--- src/laser_out_pkg.sv ---
// types, constants and helpers shared by the laser output command handler
// Function
// - switching feedforward from off to on latches the present piezo setpoint
// - while feedforward is on, current equals K times actual minus latched voltage
// - set command without parameter replies NO PARAMETER SPECIFIED, changes nothing
// - on/off parameter other than 0 or 1 replies VALUE OUT OF RANGE only
// - on/off parameter 0 or 1 applies the state, then replies OK
// - feedforward command: 0 turns feedforward off, 1 turns it on
// - feedforward query returns 0 when off, 1 when on
// - modulation command: 0 disables current modulation, 1 enables it
// - modulation query returns 0 when off, 1 when on
// - laser turn-on flashes the power indicator for the turn-on delay first
// - flash length comes from the programmable turn-on delay, not a constant
// - turn-on delay accepted only from 6000 to 60000 ms, else out of range
// - laser command: 0 turns output off, 1 starts the delayed turn-on
// - laser query returns 0 when output off, 1 when on
// - sweep generator on enables frequency modulation, off stops it
// - sweep command: 0 turns the generator off, 1 turns it on
// - sweep query returns 0 when generator off, 1 when on
// - current query returns the measured diode current at execution time
// - temperature query returns the measured diode temperature magnitude
// - diode temperature above the safe limit shuts the laser output down
// - piezo query returns the measured piezo voltage magnitude
package laser_out_pkg;

  // =========================================================
  // timing
  // =========================================================
  localparam int unsigned CLOCK_HZ = 32'h0098_9680;
  localparam int unsigned HZ_PER_MHZ = 32'h000F_4240;
  localparam int unsigned TICK_PERIOD_US = 32'h0000_03E8;
  localparam int unsigned MS_CYCLES = (CLOCK_HZ / HZ_PER_MHZ) * TICK_PERIOD_US;
  localparam int TICK_CNT_W = 16;

  // turn-on delay limits and default, in ms
  localparam logic [31:0] DELAY_MIN_MS = 32'h0000_1770;
  localparam logic [31:0] DELAY_MAX_MS = 32'h0000_EA60;
  localparam logic [15:0] DELAY_DEFAULT_MS = 16'h1770;
  // indicator half period while arming, in ms
  localparam logic [7:0] FLASH_HALF_MS = 8'hFA;
  // diode temperature limit, 0.01 degC units (50.00 degC)
  localparam logic [15:0] TEMP_LIMIT_DEFAULT = 16'h1388;

  // =========================================================
  // commands and answers
  // =========================================================
  typedef enum logic [3:0] {
    CMD_FF_SET,
    CMD_FF_QRY,
    CMD_MOD_SET,
    CMD_MOD_QRY,
    CMD_LASER_SET,
    CMD_LASER_QRY,
    CMD_SWEEP_SET,
    CMD_SWEEP_QRY,
    CMD_DELAY_SET,
    CMD_DELAY_QRY,
    CMD_CURRENT_QRY,
    CMD_TEMP_QRY,
    CMD_PIEZO_QRY
  } cmd_code_t;

  typedef enum logic [1:0] {
    RESP_OK,
    RESP_NO_PARAM,
    RESP_RANGE,
    RESP_VALUE
  } resp_code_t;

  typedef enum logic [1:0] {
    LASER_OFF,
    LASER_ARMING,
    LASER_ON
  } laser_state_t;

  typedef struct packed {
    cmd_code_t code;
    logic has_param;
    logic [31:0] param;
  } cmd_t;

  typedef struct packed {
    resp_code_t code;
    logic [31:0] value;
  } resp_t;

  // =========================================================
  // state records
  // =========================================================
  typedef struct packed {
    logic [TICK_CNT_W-1:0] count;
    logic tick;
  } tick_state_t;

  typedef struct packed {
    laser_state_t laser;
    logic ff_en;
    logic mod_en;
    logic sweep_en;
    logic [15:0] ff_ref;
    logic [15:0] delay_ms;
    logic [15:0] ms_count;
    logic [7:0] flash_count;
    logic flash;
    logic resp_valid;
    resp_t resp;
    logic signed [32:0] ff_current;
  } ctl_state_t;

  // =========================================================
  // helpers
  // =========================================================
  function automatic logic is_onoff_set(input cmd_code_t c);
    return (c == CMD_FF_SET) || (c == CMD_MOD_SET) || (c == CMD_LASER_SET) ||
           (c == CMD_SWEEP_SET);
  endfunction

  function automatic logic signed [32:0] ff_product(input logic signed [15:0] k,
                                                    input logic signed [15:0] actual,
                                                    input logic signed [15:0] setp);
    logic signed [16:0] diff;
    logic signed [32:0] wide_k;
    logic signed [32:0] wide_diff;
    diff = $signed({actual[15], actual}) - $signed({setp[15], setp});
    // widen both factors first so the product is never formed at 17 bits
    wide_k = 33'(k);
    wide_diff = 33'(diff);
    return wide_k * wide_diff;
  endfunction

endpackage

--- src/ms_tick_gen.sv ---
// one-millisecond enable pulse divider with restart
`timescale 1ns/1ns
`default_nettype none
module ms_tick_gen
#(
  parameter int unsigned MS_CYCLES = laser_out_pkg::MS_CYCLES
)
(
  input wire logic clock,
  input wire logic srst,
  input wire logic restart,
  output logic tick
);
  import laser_out_pkg::*;

  tick_state_t s_reg;
  tick_state_t s_next;

  // =========================================================
  // divider
  // =========================================================
  always_comb
  begin
    s_next = s_reg;
    s_next.tick = 1'b0;
    if (restart)
    begin
      s_next.count = '0;
    end
    else if (s_reg.count == TICK_CNT_W'(MS_CYCLES - 1))
    begin
      s_next.count = '0;
      s_next.tick = 1'b1;
    end
    else
    begin
      s_next.count = s_reg.count + TICK_CNT_W'(1);
    end
  end

  always_ff @(posedge clock)
  begin
    if (srst)
    begin
      s_reg <= '0;
    end
    else
    begin
      s_reg <= s_next;
    end
  end

  assign tick = s_reg.tick;

endmodule
`default_nettype wire

--- src/laser_output_command_handler.sv ---
// output-control and sense command handler of the laser controller
`timescale 1ns/1ns
`default_nettype none
module laser_output_command_handler
#(
  parameter int unsigned MS_CYCLES = laser_out_pkg::MS_CYCLES,
  parameter logic [15:0] TEMP_LIMIT = laser_out_pkg::TEMP_LIMIT_DEFAULT
)
(
  input wire logic clock,
  input wire logic srst,
  input wire logic cmd_valid,
  input wire laser_out_pkg::cmd_t cmd,
  input wire logic signed [15:0] ff_coeff,
  input wire logic signed [15:0] piezo_setpoint,
  input wire logic signed [15:0] piezo_actual,
  input wire logic [15:0] diode_current,
  input wire logic [15:0] diode_temp,
  output logic resp_valid,
  output laser_out_pkg::resp_t resp,
  output logic ff_enable,
  output logic signed [32:0] ff_current,
  output logic modulation_enable,
  output logic sweep_enable,
  output logic laser_output,
  output logic power_indicator,
  output logic over_temp
);
  import laser_out_pkg::*;

  ctl_state_t s_reg;
  ctl_state_t s_next;
  logic ms_tick;
  logic tick_restart;
  logic temp_high;

  assign temp_high = diode_temp > TEMP_LIMIT;
  assign tick_restart = (s_next.laser == LASER_ARMING) && (s_reg.laser != LASER_ARMING);

  ms_tick_gen #(
    .MS_CYCLES(MS_CYCLES)
  ) tick_gen (
    .clock(clock),
    .srst(srst),
    .restart(tick_restart),
    .tick(ms_tick)
  );

  // =========================================================
  // next state
  // =========================================================
  always_comb
  begin
    s_next = s_reg;
    s_next.resp_valid = 1'b0;

    s_next.ff_current = s_reg.ff_en ? ff_product(ff_coeff, piezo_actual, s_reg.ff_ref) : '0;

    if ((s_reg.laser == LASER_ARMING) && ms_tick)
    begin
      if ((s_reg.ms_count + 16'h0001) >= s_reg.delay_ms)
      begin
        s_next.laser = LASER_ON;
        s_next.flash = 1'b0;
      end
      else
      begin
        s_next.ms_count = s_reg.ms_count + 16'h0001;
        if ((s_reg.flash_count + 8'h01) >= FLASH_HALF_MS)
        begin
          s_next.flash_count = '0;
          s_next.flash = ~s_reg.flash;
        end
        else
        begin
          s_next.flash_count = s_reg.flash_count + 8'h01;
        end
      end
    end

    if (cmd_valid)
    begin
      s_next.resp_valid = 1'b1;
      s_next.resp.value = '0;
      s_next.resp.code = RESP_VALUE;
      case (cmd.code)
        CMD_FF_SET, CMD_MOD_SET, CMD_LASER_SET, CMD_SWEEP_SET:
        begin
          if (!cmd.has_param)
          begin
            s_next.resp.code = RESP_NO_PARAM;
          end
          else if (cmd.param > 32'h0000_0001)
          begin
            s_next.resp.code = RESP_RANGE;
          end
          else
          begin
            s_next.resp.code = RESP_OK;
            if (cmd.code == CMD_FF_SET)
            begin
              if (cmd.param[0] && !s_reg.ff_en)
              begin
                s_next.ff_ref = piezo_setpoint;
              end
              s_next.ff_en = cmd.param[0];
            end
            else if (cmd.code == CMD_MOD_SET)
            begin
              s_next.mod_en = cmd.param[0];
            end
            else if (cmd.code == CMD_SWEEP_SET)
            begin
              s_next.sweep_en = cmd.param[0];
            end
            else if (cmd.param[0])
            begin
              if (s_reg.laser == LASER_OFF)
              begin
                s_next.laser = LASER_ARMING;
                s_next.ms_count = '0;
                s_next.flash_count = '0;
                s_next.flash = 1'b1;
              end
            end
            else
            begin
              s_next.laser = LASER_OFF;
              s_next.flash = 1'b0;
            end
          end
        end
        CMD_DELAY_SET:
        begin
          if (!cmd.has_param)
          begin
            s_next.resp.code = RESP_NO_PARAM;
          end
          else if ((cmd.param < DELAY_MIN_MS) || (cmd.param > DELAY_MAX_MS))
          begin
            s_next.resp.code = RESP_RANGE;
          end
          else
          begin
            s_next.resp.code = RESP_OK;
            s_next.delay_ms = cmd.param[15:0];
          end
        end
        CMD_FF_QRY: s_next.resp.value = {31'h0000_0000, s_reg.ff_en};
        CMD_MOD_QRY: s_next.resp.value = {31'h0000_0000, s_reg.mod_en};
        CMD_LASER_QRY: s_next.resp.value = {31'h0000_0000, s_reg.laser == LASER_ON};
        CMD_SWEEP_QRY: s_next.resp.value = {31'h0000_0000, s_reg.sweep_en};
        CMD_DELAY_QRY: s_next.resp.value = {16'h0000, s_reg.delay_ms};
        CMD_CURRENT_QRY: s_next.resp.value = {16'h0000, diode_current};
        CMD_TEMP_QRY: s_next.resp.value = {16'h0000, diode_temp};
        CMD_PIEZO_QRY:
        begin
          s_next.resp.value = {16'h0000, piezo_actual[15] ? 16'(-piezo_actual) : piezo_actual};
        end
        default: s_next.resp.code = RESP_RANGE;
      endcase
    end

    if (temp_high)
    begin
      s_next.laser = LASER_OFF;
      s_next.flash = 1'b0;
    end
  end

  // =========================================================
  // state register
  // =========================================================
  always_ff @(posedge clock)
  begin
    if (srst)
    begin
      s_reg <= '0;
      s_reg.delay_ms <= DELAY_DEFAULT_MS;
    end
    else
    begin
      s_reg <= s_next;
    end
  end

  assign resp_valid = s_reg.resp_valid;
  assign resp = s_reg.resp;
  assign ff_enable = s_reg.ff_en;
  assign ff_current = s_reg.ff_current;
  assign modulation_enable = s_reg.mod_en;
  assign sweep_enable = s_reg.sweep_en;
  assign laser_output = s_reg.laser == LASER_ON;
  assign power_indicator = s_reg.flash;
  assign over_temp = temp_high;
endmodule
`default_nettype wire

--- config.mk ---
export PLATFORM = sky130hd
export DESIGN_NAME = laser_output_command_handler
export DESIGN_NICKNAME = d
export VERILOG_FILES = /design/src/laser_out_pkg.sv /design/src/ms_tick_gen.sv /design/src/laser_output_command_handler.sv
export SDC_FILE = /design/constraint.sdc
export NUM_CORES = 1
export LEC_CHECK = 0
export BUFFER_PORTS_ARGS = -buffer_cell sky130_fd_sc_hd__clkbuf_2
export CAP_MARGIN = 20
export CORE_UTILIZATION = 56
export DETAILED_ROUTE_END_ITERATION = 16
export PLACE_DENSITY_LB_ADDON = 0.05
export SETUP_SLACK_MARGIN = 0.15
export SLEW_MARGIN = 20
export SYNTH_ARGS = -nofsm -noshare
export SYNTH_HDL_FRONTEND = slang
export SYNTH_SLANG_ARGS = --single-unit
--- constraint.sdc ---
create_clock -name clock -period 7.65 [get_ports clock]
set_clock_uncertainty 0.05 [all_clocks]
set_input_delay 0.3825 -clock clock [delete_from_list [all_inputs] [get_ports clock]]
set_output_delay 0.3825 -clock clock [all_outputs]
set_load 0.02 [all_outputs]
Yosys cells after proc, flatten, opt, wreduce, memory -nomap -nowiden. Index checks and enable logic that the tools add are counted.

$mul: 1. Bitwise operators: 6. Magnitude comparators: 6. Add/sub/neg operators: 5. Muxes and demuxes: 44. Reduce and logical (&&, ||, !) cells: 18. Equality and inequality tests: 17.

Operator list (number): two-way mux 25 bit (8); case mux 16 bit (8 select lines) (1); two-way mux 97 bit (1); two-way mux 16 bit (6); two-way mux 21 bit (3); two-way mux 24 bit (2); multiplier 16 x 17 -> 33 bit (1); adder 16 x 1 -> 16 bit, second input constant (2); greater-than comparator 32 x 1 -> 1 bit, second input constant (1); greater-than comparator 32 x 16 -> 1 bit, second input constant (1); < comparator 32 x 13 -> 1 bit, second input constant (1); two-way mux 2 bit (13); == test 4 bit, second input constant (5); subtractor 16 x 16 -> 17 bit (1); == test 16 x 14 -> 1 bit, second input constant (1); == test 4 x 3 -> 1 bit, second input constant (4); >= comparator 16 bit (1); greater-than comparator 16 x 13 -> 1 bit, second input constant (1); negator 16 bit (1); AND reduction 6 bit (2); adder 8 x 1 -> 8 bit, second input constant (1); == test 4 x 2 -> 1 bit, second input constant (2); >= comparator 8 bit, second input constant (1); two-way mux 1 bit (8); other kinds (19) (29).

Output and inout port bits: 74. Word-level logic and storage cells: 112. Input port bits: 120. Flip-flop bits (word level): 147.

Depth between registers and ports, before layout. Gate-level depths: netlist of the first run.

Word-level depth: 18. Gate-level depth with buffers: 33. Depth with buffers taken out: 32.

Hierarchy. Synthesis of the first run repeated with hierarchy kept, for this count alone.

Cell total of the unflattened synthesis: 2108. Area total of the unflattened synthesis: 18193.7 um^2.

Modules (own cells, without submodules): laser_output_command_handler (times used 1, cells each 2028, area an instance 17473.0 um^2, seq. area each 2282.2 um^2); ms_tick_gen (times used 1, cells each 80, area an instance 720.7 um^2, seq. area each 340.3 um^2).

Worst setup path after synthesis of the first run. No wires, ideal clock.

Kind: input-to-reg. From: input port piezo_actual[0]. To: register s_reg, in the netlist ff_current[29]. Arrival time: 7.797 ns. Path buffers: 1. Setup time: 0.128 ns. Setup slack: -0.325 ns. Required time: 7.472 ns. Stages: 31. Cells stage by stage: inv_1 -> ha_1 -> fa_1 -> nor2b_1 -> o21ai_0 -> a21boi_0 -> o211ai_1 -> a211oi_1 -> o31ai_1 -> a31oi_1 -> clkbuf_1 -> nor2b_1 -> fa_1 -> inv_1 -> fa_1 -> inv_1 -> fa_1 -> fa_1 -> fa_1 -> inv_1 -> fa_1 -> inv_1 -> ha_1 -> nand2_1 -> nor2_1 -> and2_1 -> a221o_1 -> a21o_1 -> or2_2 -> xnor2_1 -> nor2_1.

Word-level cells in the longest chain between the ends: 2.

RTL lines: from (decl) (line laser_output_command_handler.sv:16) `input wire logic signed [15:0] piezo_actual,`; subtractor 16 x 16 -> 17 bit (line laser_out_pkg.sv:124) `diff = $signed({actual[15], actual}) - $signed({setp[15], setp});`; multiplier 16 x 17 -> 33 bit (line laser_out_pkg.sv:128) `return wide_k * wide_diff;`; to (signal assigned) (line laser_output_command_handler.sv:183) `s_reg <= s_next;`; to (decl) (line laser_output_command_handler.sv:31) `ctl_state_t s_reg;`.

No other way between the ends. A chain may end at the register's enable or synchronous reset.

Worst setup path after layout of the first run.
From: register s_reg[113] (netlist name). To: register s_reg, in the netlist ff_current[30].

Word-level cells in the longest chain between the ends: 2.

RTL lines (line): subtractor 16 x 16 -> 17 bit (laser_out_pkg.sv:124); multiplier 16 x 17 -> 33 bit (laser_out_pkg.sv:128).

No other way between the ends.

==> results of run 1 <==
## cell type report
cell class / instances / area [um^2]
Sequential cell: 131 / 2630
Tap cell: 442 / 553
Inverter: 372 / 1400
Fill cell: 2726 / 10300
Clock buffer: 20 / 457
Clock inverter: 11 / 150
Multi-Input combinational cell: 1575 / 14600
Timing Repair Buffer: 389 / 2620
## layer usage
metal,share of wire [%],track usage [%]
met1,42,38.8
met2,49,53.3
met3,6.2,5.32
met4,3.0,10.8
met5,0,0
## critical path: cells and delay by family, from the launching register on
| family | cells | cell delay [ns] |
|---|---|---|
| adder cells (fa/ha/maj) | 8 | 3.45 |
| AO/OA/AOI/OAI | 10 | 2.13 |
| buffers and inverters | 9 | 1.00 |
| AND/OR/NAND/NOR | 6 | 0.61 |
| flip-flops | 1 | 0.34 |
## timing repair
item	CTS	global route
gates resized for setup	94	62
buffers inserted	24	7
pin swaps	53	43
hold endpoints to repair	0	0
gates cloned	2	0
setup endpoints to repair	15	19
## final timing paths
path	startpoint	cells past startpoint	slack (ns)	endpoint
setup / recovery	s_reg[113]$_SDFFE_PP0P_	33	-0.05	ff_current[30]$_SDFF_PP0_
setup reg to reg	s_reg[113]$_SDFFE_PP0P_	33	-0.05	ff_current[30]$_SDFF_PP0_
hold / removal	piezo_setpoint[8]	3	0.12	s_reg[117]$_SDFFE_PP0P_
hold reg to reg	tick_gen.s_reg[1]$_SDFF_PP0_	1	0.39	tick_gen.s_reg[1]$_SDFF_PP0_
## cell families (layout without fill, tap and decap cells)
logic type,count (synthesis),in the layout
other,1,16
adders and majority gates,398,398
xor gates and xnor gates,87,87
AOI/OAI and AO/OA,309,309
and+or+nand+nor,746,746
DFF,131,131
muxes,19,19
buffers and inverters,541,792
## cell usage after synthesis, drive strengths merged (4+ instances only)
cell,n,area (um^2)
a21boi,8,60.1
and2,103,644
or3,20,130
inv,372,1400
nand3,23,115
nor3b,4,30.0
a21oi,110,588
fa,277,5550
nand2,249,960
o21a,10,75.1
nand4,17,106
a2111oi,4,35.0
nand3b,11,82.6
or2,8,50.1
clkbuf,91,342
o211ai,20,150
and3,14,87.6
nor3,41,216
xnor2,56,490
nor2b,79,494
ha,121,1510
xor2,31,272
a311oi,8,70.1
nor2,129,484
o31ai,11,82.6
buf,78,578
a21o,13,97.6
a211oi,11,82.6
mux2i,17,170
nor4,15,93.8
o21ai,67,335
nand2b,21,131
dfxtp,131,2620
a222oi,10,100
a31oi,9,56.3
## stage by stage
step                setup TNS (ns)  hold WS (ns)  setup slack, ns
global placement             -4.11         0.374           -0.493
global route                 -3.39        0.0970           -0.414
finish                      -0.132         0.116          -0.0546
floorplan                        0         0.363            0.149
CTS                              0        0.0940           0.0105
detailed placement           -5.17         0.380           -0.540
==> impl_metrics.json, run 1 <==
{
  "status": "complete, but fails checks",
  "failed_checks": "setup timing",
  "synth_compound_area_share_pct": 10.6,
  "critPathKind": "reg -> reg",
  "setup_viol": 3,
  "synth.distinct_cells": 71,
  "path_clk_slew_ns": 0.07,
  "grt_max_degree": 68,
  "dp.cells": 2876,
  "critPathMaxFanout": 7,
  "grt_overflow": 0,
  "synth_area_um2": 18700,
  "grt_pass1_vias": 16330,
  "finalCriticalPeriod_ns": 7.70,
  "worst_slew_pin_slew_ns": 0.960,
  "synth_xor_area_share_pct": 4.08,
  "drv_slew": 0,
  "cpMostUsedCell": "fa_1",
  "numClockSinks": 131,
  "ys_seq_elements": 131,
  "clock-root-buffer": "clkbuf_16",
  "hold_viol": 0,
  "utilization_pct": 68.4,
  "cap_violations": 0,
  "fp.dieArea_um2": 34100,
  "worstPathRequired_ns": 7.93,
  "synthAdderAreaFrac_pct": 37.8,
  "ys_warn_count": 0,
  "crit_path_start_kind": "flop",
  "grt_usage_pct": 30.8,
  "first_pass_iters": 6,
  "synth.area.mux_share_pct": 1.03,
  "hp-class": "in -> reg",
  "cts_buffers": 17,
  "final_cell_count_no_fill": 2940,
  "row_count": 66,
  "vias_per_cell": 5.38,
  "hpwlAfterDp_mm": 38.9,
  "cts_htree_levels": 4,
  "setup_ws_ns": -0.0546,
  "cts_tree": "done",
  "area_delta_synth_final_pct": 19.7,
  "max_stage_delay_ns": 0.61,
  "core_um2": 32700,
  "clk_latency_ns": 0.45,
  "die_x_um": 185,
  "synth_simple_gate_area_share_pct": 20.1,
  "drt-total-wl_mm": 49.8,
  "slew_headroom_pct": 35.8,
  "syn_area_per_cell_um2": 8.37,
  "grt_pass1_wl_mm": 82.2,
  "synthFlopType": "dfxtp_1",
  "grt_setup_unrepaired": "true",
  "pin_count": 194,
  "start_util_pct": 57.2,
  "fin_crit_sh_pct": 101,
  "cts_hold_repair.buffers": 0,
  "synth_edf_count": 0,
  "num_vias": 15807,
  "post_route_cells_drive_above_1_share_pct": 23.5,
  "cts_buffer_depth": 2,
  "finalInstanceArea_um2": 22400,
  "synth_cells": 2232,
  "wire_per_inst_um": 16.9,
  "routabilityCongestion": 0.916,
  "largest_reg_flops": 58,
  "final_cell_mix": "353 x inv_1, 265 x fa_1, 233 x nand2_1",
  "drc": 0,
  "numPortBuffers": 177,
  "dr.first_iter.drc_count": 959,
  "final_common_cell": "inv_1",
  "antenna_left": 0,
  "n_antenna_cell": 0,
  "synthArstFlopShare_pct": 0,
  "die_h_um": 185,
  "placed_area_um2": 20800,
  "crit_path_end_kind": "flop",
  "arrival_ns": 7.98,
  "synth_top_family_by_area": "adder cells",
  "seq_area_frac_synth_pct": 14.0,
  "max_freq_mhz": 130,
  "antenna_found_initial": 0,
  "slowest_stage": "fa_1",
  "num-nets-final": 3004
}
Power of run 1 is left out: the tool's default activity adds up to more than one toggle a clock period on the data nets, which glitch-free logic cannot reach.
==> run 2, diff against run 1 <==
Settings changed: CELL_PAD_IN_SITES_DETAIL_PLACEMENT from default to 2, CELL_PAD_IN_SITES_GLOBAL_PLACEMENT from default to 2, CORE_UTILIZATION 56 to 34.
==> run 2 against run 1 <==
  * The run still ends with setup timing left
  * Global-route usage decreased by 5.8 points
  * Register-to-register slack got worse by 0.05 ns
  * Worst hold slack got worse by 0.037 ns
  * First-iteration DRC count decreased by 46%
  * Critical path depth increased by 1
  * Final cell count increased by 9.4%
  * Largest cell class unchanged
  * Via count increased by 3.4%
  * Critical endpoint is now ff_current[26]$_SDFF_PP0_
  * Cell area increased by 3.3%
  * Count of clock-buffer cells in the layout increased by 1
  * Fmax decreased by 0.64%
==> impl_metrics.json, run 2 (synthesis gave the netlist of run 1 again) <==
{
  "vias_per_cell": 5.08,
  "grt_setup_unrepaired": "true",
  "cp.buffers_inverters": 9,
  "hold_viol": 0,
  "failed_checks": "setup timing",
  "cts_buffers": 17,
  "hp-class": "in -> reg",
  "first_pass_iters": 6,
  "grt_usage_pct": 25.1,
  "fin_crit_sh_pct": 101,
  "max_stage_delay_ns": 0.57,
  "finalSetupTns_ns": -0.391,
  "die_x_um": 236,
  "critPathKind": "reg -> reg",
  "cts_hold_repair.buffers": 0,
  "antenna_found_initial": 1,
  "area_delta_synth_final_pct": 23.6,
  "crit_path_end_kind": "flop",
  "max_freq_mhz": 129,
  "cts_buffer_depth": 2,
  "cp_top_family": "adder cells",
  "dr.first_iter.drc_count": 514,
  "num_vias": 16346,
  "n_antenna_cell": 0,
  "crit_path_start_kind": "flop",
  "cts_tree": "done",
  "antenna_left": 0,
  "setup_viol": 7,
  "cpMostUsedCell": "buf_6",
  "slew_headroom_pct": 23.9,
  "status": "complete, but fails checks",
  "grt_pass1_wl_mm": 108,
  "path_clk_slew_ns": 0.06,
  "post_route_cells_drive_above_1_share_pct": 25.7,
  "setup_ws_ns": -0.104,
  "routabilityCongestion": 0.872,
  "clock-root-buffer": "clkbuf_16",
  "grt_pass1_vias": 19010,
  "grt_max_degree": 68,
  "start_util_pct": 34.6,
  "fp.dieArea_um2": 55900,
  "largest_reg_flops": 58,
  "worstPathRequired_ns": 7.96,
  "hpwlAfterDp_mm": 54.1,
  "num-nets-final": 3027,
  "row_count": 85,
  "pin_count": 194,
  "slowest_stage": "fa_1",
  "numPortBuffers": 177,
  "wire_per_inst_um": 21.0,
  "final_common_cell": "inv_1",
  "numClockSinks": 131,
  "drv_slew": 0,
  "arrival_ns": 8.06,
  "grt_overflow": 0,
  "core_um2": 54000,
  "die_h_um": 236,
  "drt-total-wl_mm": 67.6,
  "final_cell_mix": "348 x inv_1, 261 x fa_1, 230 x nand2_1",
  "cts_htree_levels": 4,
  "cap_violations": 0,
  "finalCriticalPeriod_ns": 7.75,
  "hold-worst-slack_ns": 0.0793,
  "critPathMaxFanout": 8,
  "drc": 0,
  "clk_latency_ns": 0.47,
  "worst_slew_pin_slew_ns": 1.14
}
run 2: changes by cell type in the layout (fill, tap and decap cells not counted), moves of 3 or more:
cell     previous run  this run
fa_2               12        16
xnor2_4             0         3
inv_1             353       348
fa_1              265       261
buf_4             190       208
and2_4              5         8
nand2_1           233       230
and2_1             97        94
buf_12              5         8
ha_4               19        22
inv_2              18        23
ha_1              102        97
xnor2_1            52        49
run 2: worst register-to-register path: cells and delay by family, from the launching register on:
kind            cells  cell delay, ns
fa+ha+maj           9            3.80
compound gates     11            1.98
buf+inv             9            0.91
simple gates        4            0.38
flops               1            0.34
xor+xnor            1            0.18
run 2: worst paths after layout:
kind	start	endpoint	slack (ns)	cells after the start
worst max-delay path	s_reg[109]$_SDFFE_PP0P_	ff_current[26]$_SDFF_PP0_	-0.10	34
worst min register to register	tick_gen.s_reg[1]$_SDFF_PP0_	tick_gen.s_reg[1]$_SDFF_PP0_	0.40	1
worst min-delay path	piezo_setpoint[0]	s_reg[109]$_SDFFE_PP0P_	0.08	3
worst max register to register	s_reg[109]$_SDFFE_PP0P_	ff_current[26]$_SDFF_PP0_	-0.10	34
run 2: metal layers:
layer / share of wire (%) / routed length, um / global-route usage [%] / vias up
li1: - / - / - / 7513
met2: 54 / 36200 / 47.0 / 217
met4: 3.1 / 2080 / 8.62 / 2
met1: 41 / 27900 / 29.5 / 8530
met5: 0.019 / 13 / 0 / -
met3: 2.1 / 1440 / 2.59 / 84
run 2: cell type report:
class | count | area [um^2]
clock buffer | 21 | 470
fill | 5977 | 30900
sequential | 131 | 2630
timing repair buffer | 412 | 2840
inverter | 372 | 1400
multi-input combinational | 1575 | 14800
tap | 696 | 871
clock inverter | 10 | 100
run 2: what timing repair did:
item,CTS,global route
gates cloned,1,0
setup buffers,24,5
pin swaps,165,33
setup endpoints to repair,19,19
resized for setup,178,32
run 2: stage by stage:
| stage | worst slack (ns) | instance area, um^2 | instances | utilization [%] |
|---|---|---|---|---|
| after floorplan | 0.149 | 18900 | 2247 | - |
| after global placement | -0.691 | 21300 | 3156 | 39.5 |
| after detailed placement | -0.824 | 21300 | 3156 | 39.5 |
| after CTS | -0.0588 | 22900 | 3212 | 42.4 |
| after global routing | -0.436 | 23100 | 3217 | 42.8 |
| final | -0.104 | 23100 | 3217 | 42.8 |
Power of run 2 is left out for the same reason.
==> run 3, diff against run 2 <==
==> constraint.sdc (replaced) <==
create_clock -name clock -period 7.65 [get_ports clock]
set_clock_uncertainty 0.05 [all_clocks]
set_input_delay 1.53 -clock clock [delete_from_list [all_inputs] [get_ports clock]]
set_output_delay 1.53 -clock clock [all_outputs]
set_load 0.02 [all_outputs]
==> run 3 against run 2 <==
  * The run still ends with setup timing left
  * Sequential share of layout area is 0.41 points lower
  * Final cell count increased by 2.7%
  * Count of clock-buffer cells in the layout fell by 1
  * Setup slack got worse by 0.98 ns
  * Fmax is 11% lower
  * Highest routed layer unchanged
==> impl_metrics.json, run 3 (synthesis gave the netlist of run 1 again) <==
{
  "antenna_found_initial": 2,
  "start_util_pct": 34.6,
  "numClockSinks": 131,
  "path_clk_slew_ns": 0.07,
  "clk_latency_ns": 0.49,
  "utilization_pct": 44.3,
  "core_um2": 54000,
  "setup_viol": 23,
  "n_antenna_cell": 0,
  "num-nets-final": 3112,
  "drc": 0,
  "reg2reg_from": "s_reg[109]$_SDFFE_PP0P_",
  "die_x_um": 236,
  "status": "complete, but fails checks",
  "row_count": 85,
  "dr.first_iter.drc_count": 524,
  "vias_per_cell": 5.03,
  "final_cell_mix": "337 x inv_1, 277 x buf_4, 264 x fa_1",
  "first_pass_iters": 5,
  "drt-total-wl_mm": 70.7,
  "grt_max_degree": 68,
  "die_h_um": 236,
  "cts_buffer_depth": 2,
  "worst_slew_pin_slew_ns": 1.04,
  "pin_count": 194,
  "numPortBuffers": 177,
  "largest_reg_flops": 58,
  "hp-class": "reg -> reg",
  "final_common_cell": "inv_1",
  "antenna_left": 0,
  "cts_tree": "done",
  "cts_htree_levels": 4,
  "max_freq_mhz": 114,
  "clock-root-buffer": "clkbuf_16",
  "hpwlAfterDp_mm": 56.6,
  "post-place-ws_ns": -1.74,
  "max_stage_delay_ns": 0.57,
  "drv_slew": 0,
  "area_delta_synth_final_pct": 28.0,
  "critPathKind": "in -> reg",
  "setup_ws_ns": -1.09,
  "failed_checks": "setup timing",
  "slew_headroom_pct": 30.4,
  "grt_usage_pct": 25.9,
  "grt_overflow": 0,
  "grt_pass1_vias": 19627,
  "routabilityCongestion": 0.833,
  "slowest_stage": "fa_1",
  "cap_violations": 0,
  "cp_top_family": "adder cells",
  "hold_viol": 0,
  "hold-worst-slack_ns": 0.407,
  "worstHoldStart": "tick_gen.s_reg[1]$_SDFF_PP0_",
  "fp.dieArea_um2": 55900,
  "wire_per_inst_um": 21.4,
  "crit_path_end_kind": "flop",
  "cts_buffers": 17,
  "cts_hold_repair.buffers": 0,
  "num_vias": 16623,
  "crit_path_start_kind": "input port",
  "cpMostUsedCell": "fa_1",
  "critPathMaxFanout": 6,
  "arrival_ns": 9.12,
  "grt_setup_unrepaired": "true",
  "cp.buffers_inverters": 11,
  "setup.worst_path.start": "piezo_actual[0]",
  "finalSetupTns_ns": -16.74,
  "post_route_cells_drive_above_1_share_pct": 28.5,
  "grt_pass1_wl_mm": 111,
  "fin_crit_sh_pct": 114,
  "worstPathRequired_ns": 8.04,
  "finalCriticalPeriod_ns": 8.74
}
## run 3: stage by stage
| step | instance area, um^2 | cells |
|---|---|---|
| 2_1_floorplan | 19200 | 2247 |
| 3_3_place_gp | 22300 | 3234 |
| 3_5_place_dp | 22300 | 3234 |
| 4_1_cts | 23500 | 3281 |
| 5_1_grt | 23900 | 3303 |
| 6_report | 23900 | 3303 |
## run 3: cell type report
class / count / area, um^2
inverter: 372 / 1420
tap: 696 / 871
sequential: 131 / 2620
timing repair buffer: 497 / 3640
fill: 5964 / 30100
clock buffer: 20 / 467
multi-input combinational: 1575 / 14800
clock inverter: 12 / 120
## run 3: metal layers
layer  track usage (%)  vias to the layer above  share of wire [%]  wire, um
li1                  -                     7709                  -         -
met3              3.84                      115                2.8      1990
met1              29.6                     8535                 40     28300
met2              48.6                      260                 54     37900
met5                 0                        -              0.035        25
met4              9.19                        4                3.4      2430
## run 3: path summary, 6_finish.rpt
check        depth (start not counted)  slack (ns)                           end
max                                 36       -1.09     ff_current[20]$_SDFF_PP0_
min                                  1        0.41  tick_gen.s_reg[1]$_SDFF_PP0_
min reg2reg                          1        0.41  tick_gen.s_reg[1]$_SDFF_PP0_
max reg2reg                         34       -0.25     ff_current[20]$_SDFF_PP0_
## run 3: timing repair
item | CTS | global route
resized for setup | 110 | 74
cloned | 2 | 1
pin swaps | 61 | 55
hold endpoints to repair | 0 | 0
setup endpoints to repair | 23 | 24
buffers inserted | 13 | 21
## run 3: worst register-to-register path: cells and delay by family (launching register included)
family	cells	cell delay (ns)
and+or+nand+nor	5	0.54
AOI/OAI and AO/OA	10	1.66
buffers and inverters	9	1.09
DFF	1	0.34
adders and majority gates	9	3.97
xor gates and xnor gates	1	0.19
Power of run 3 is left out for the same reason.
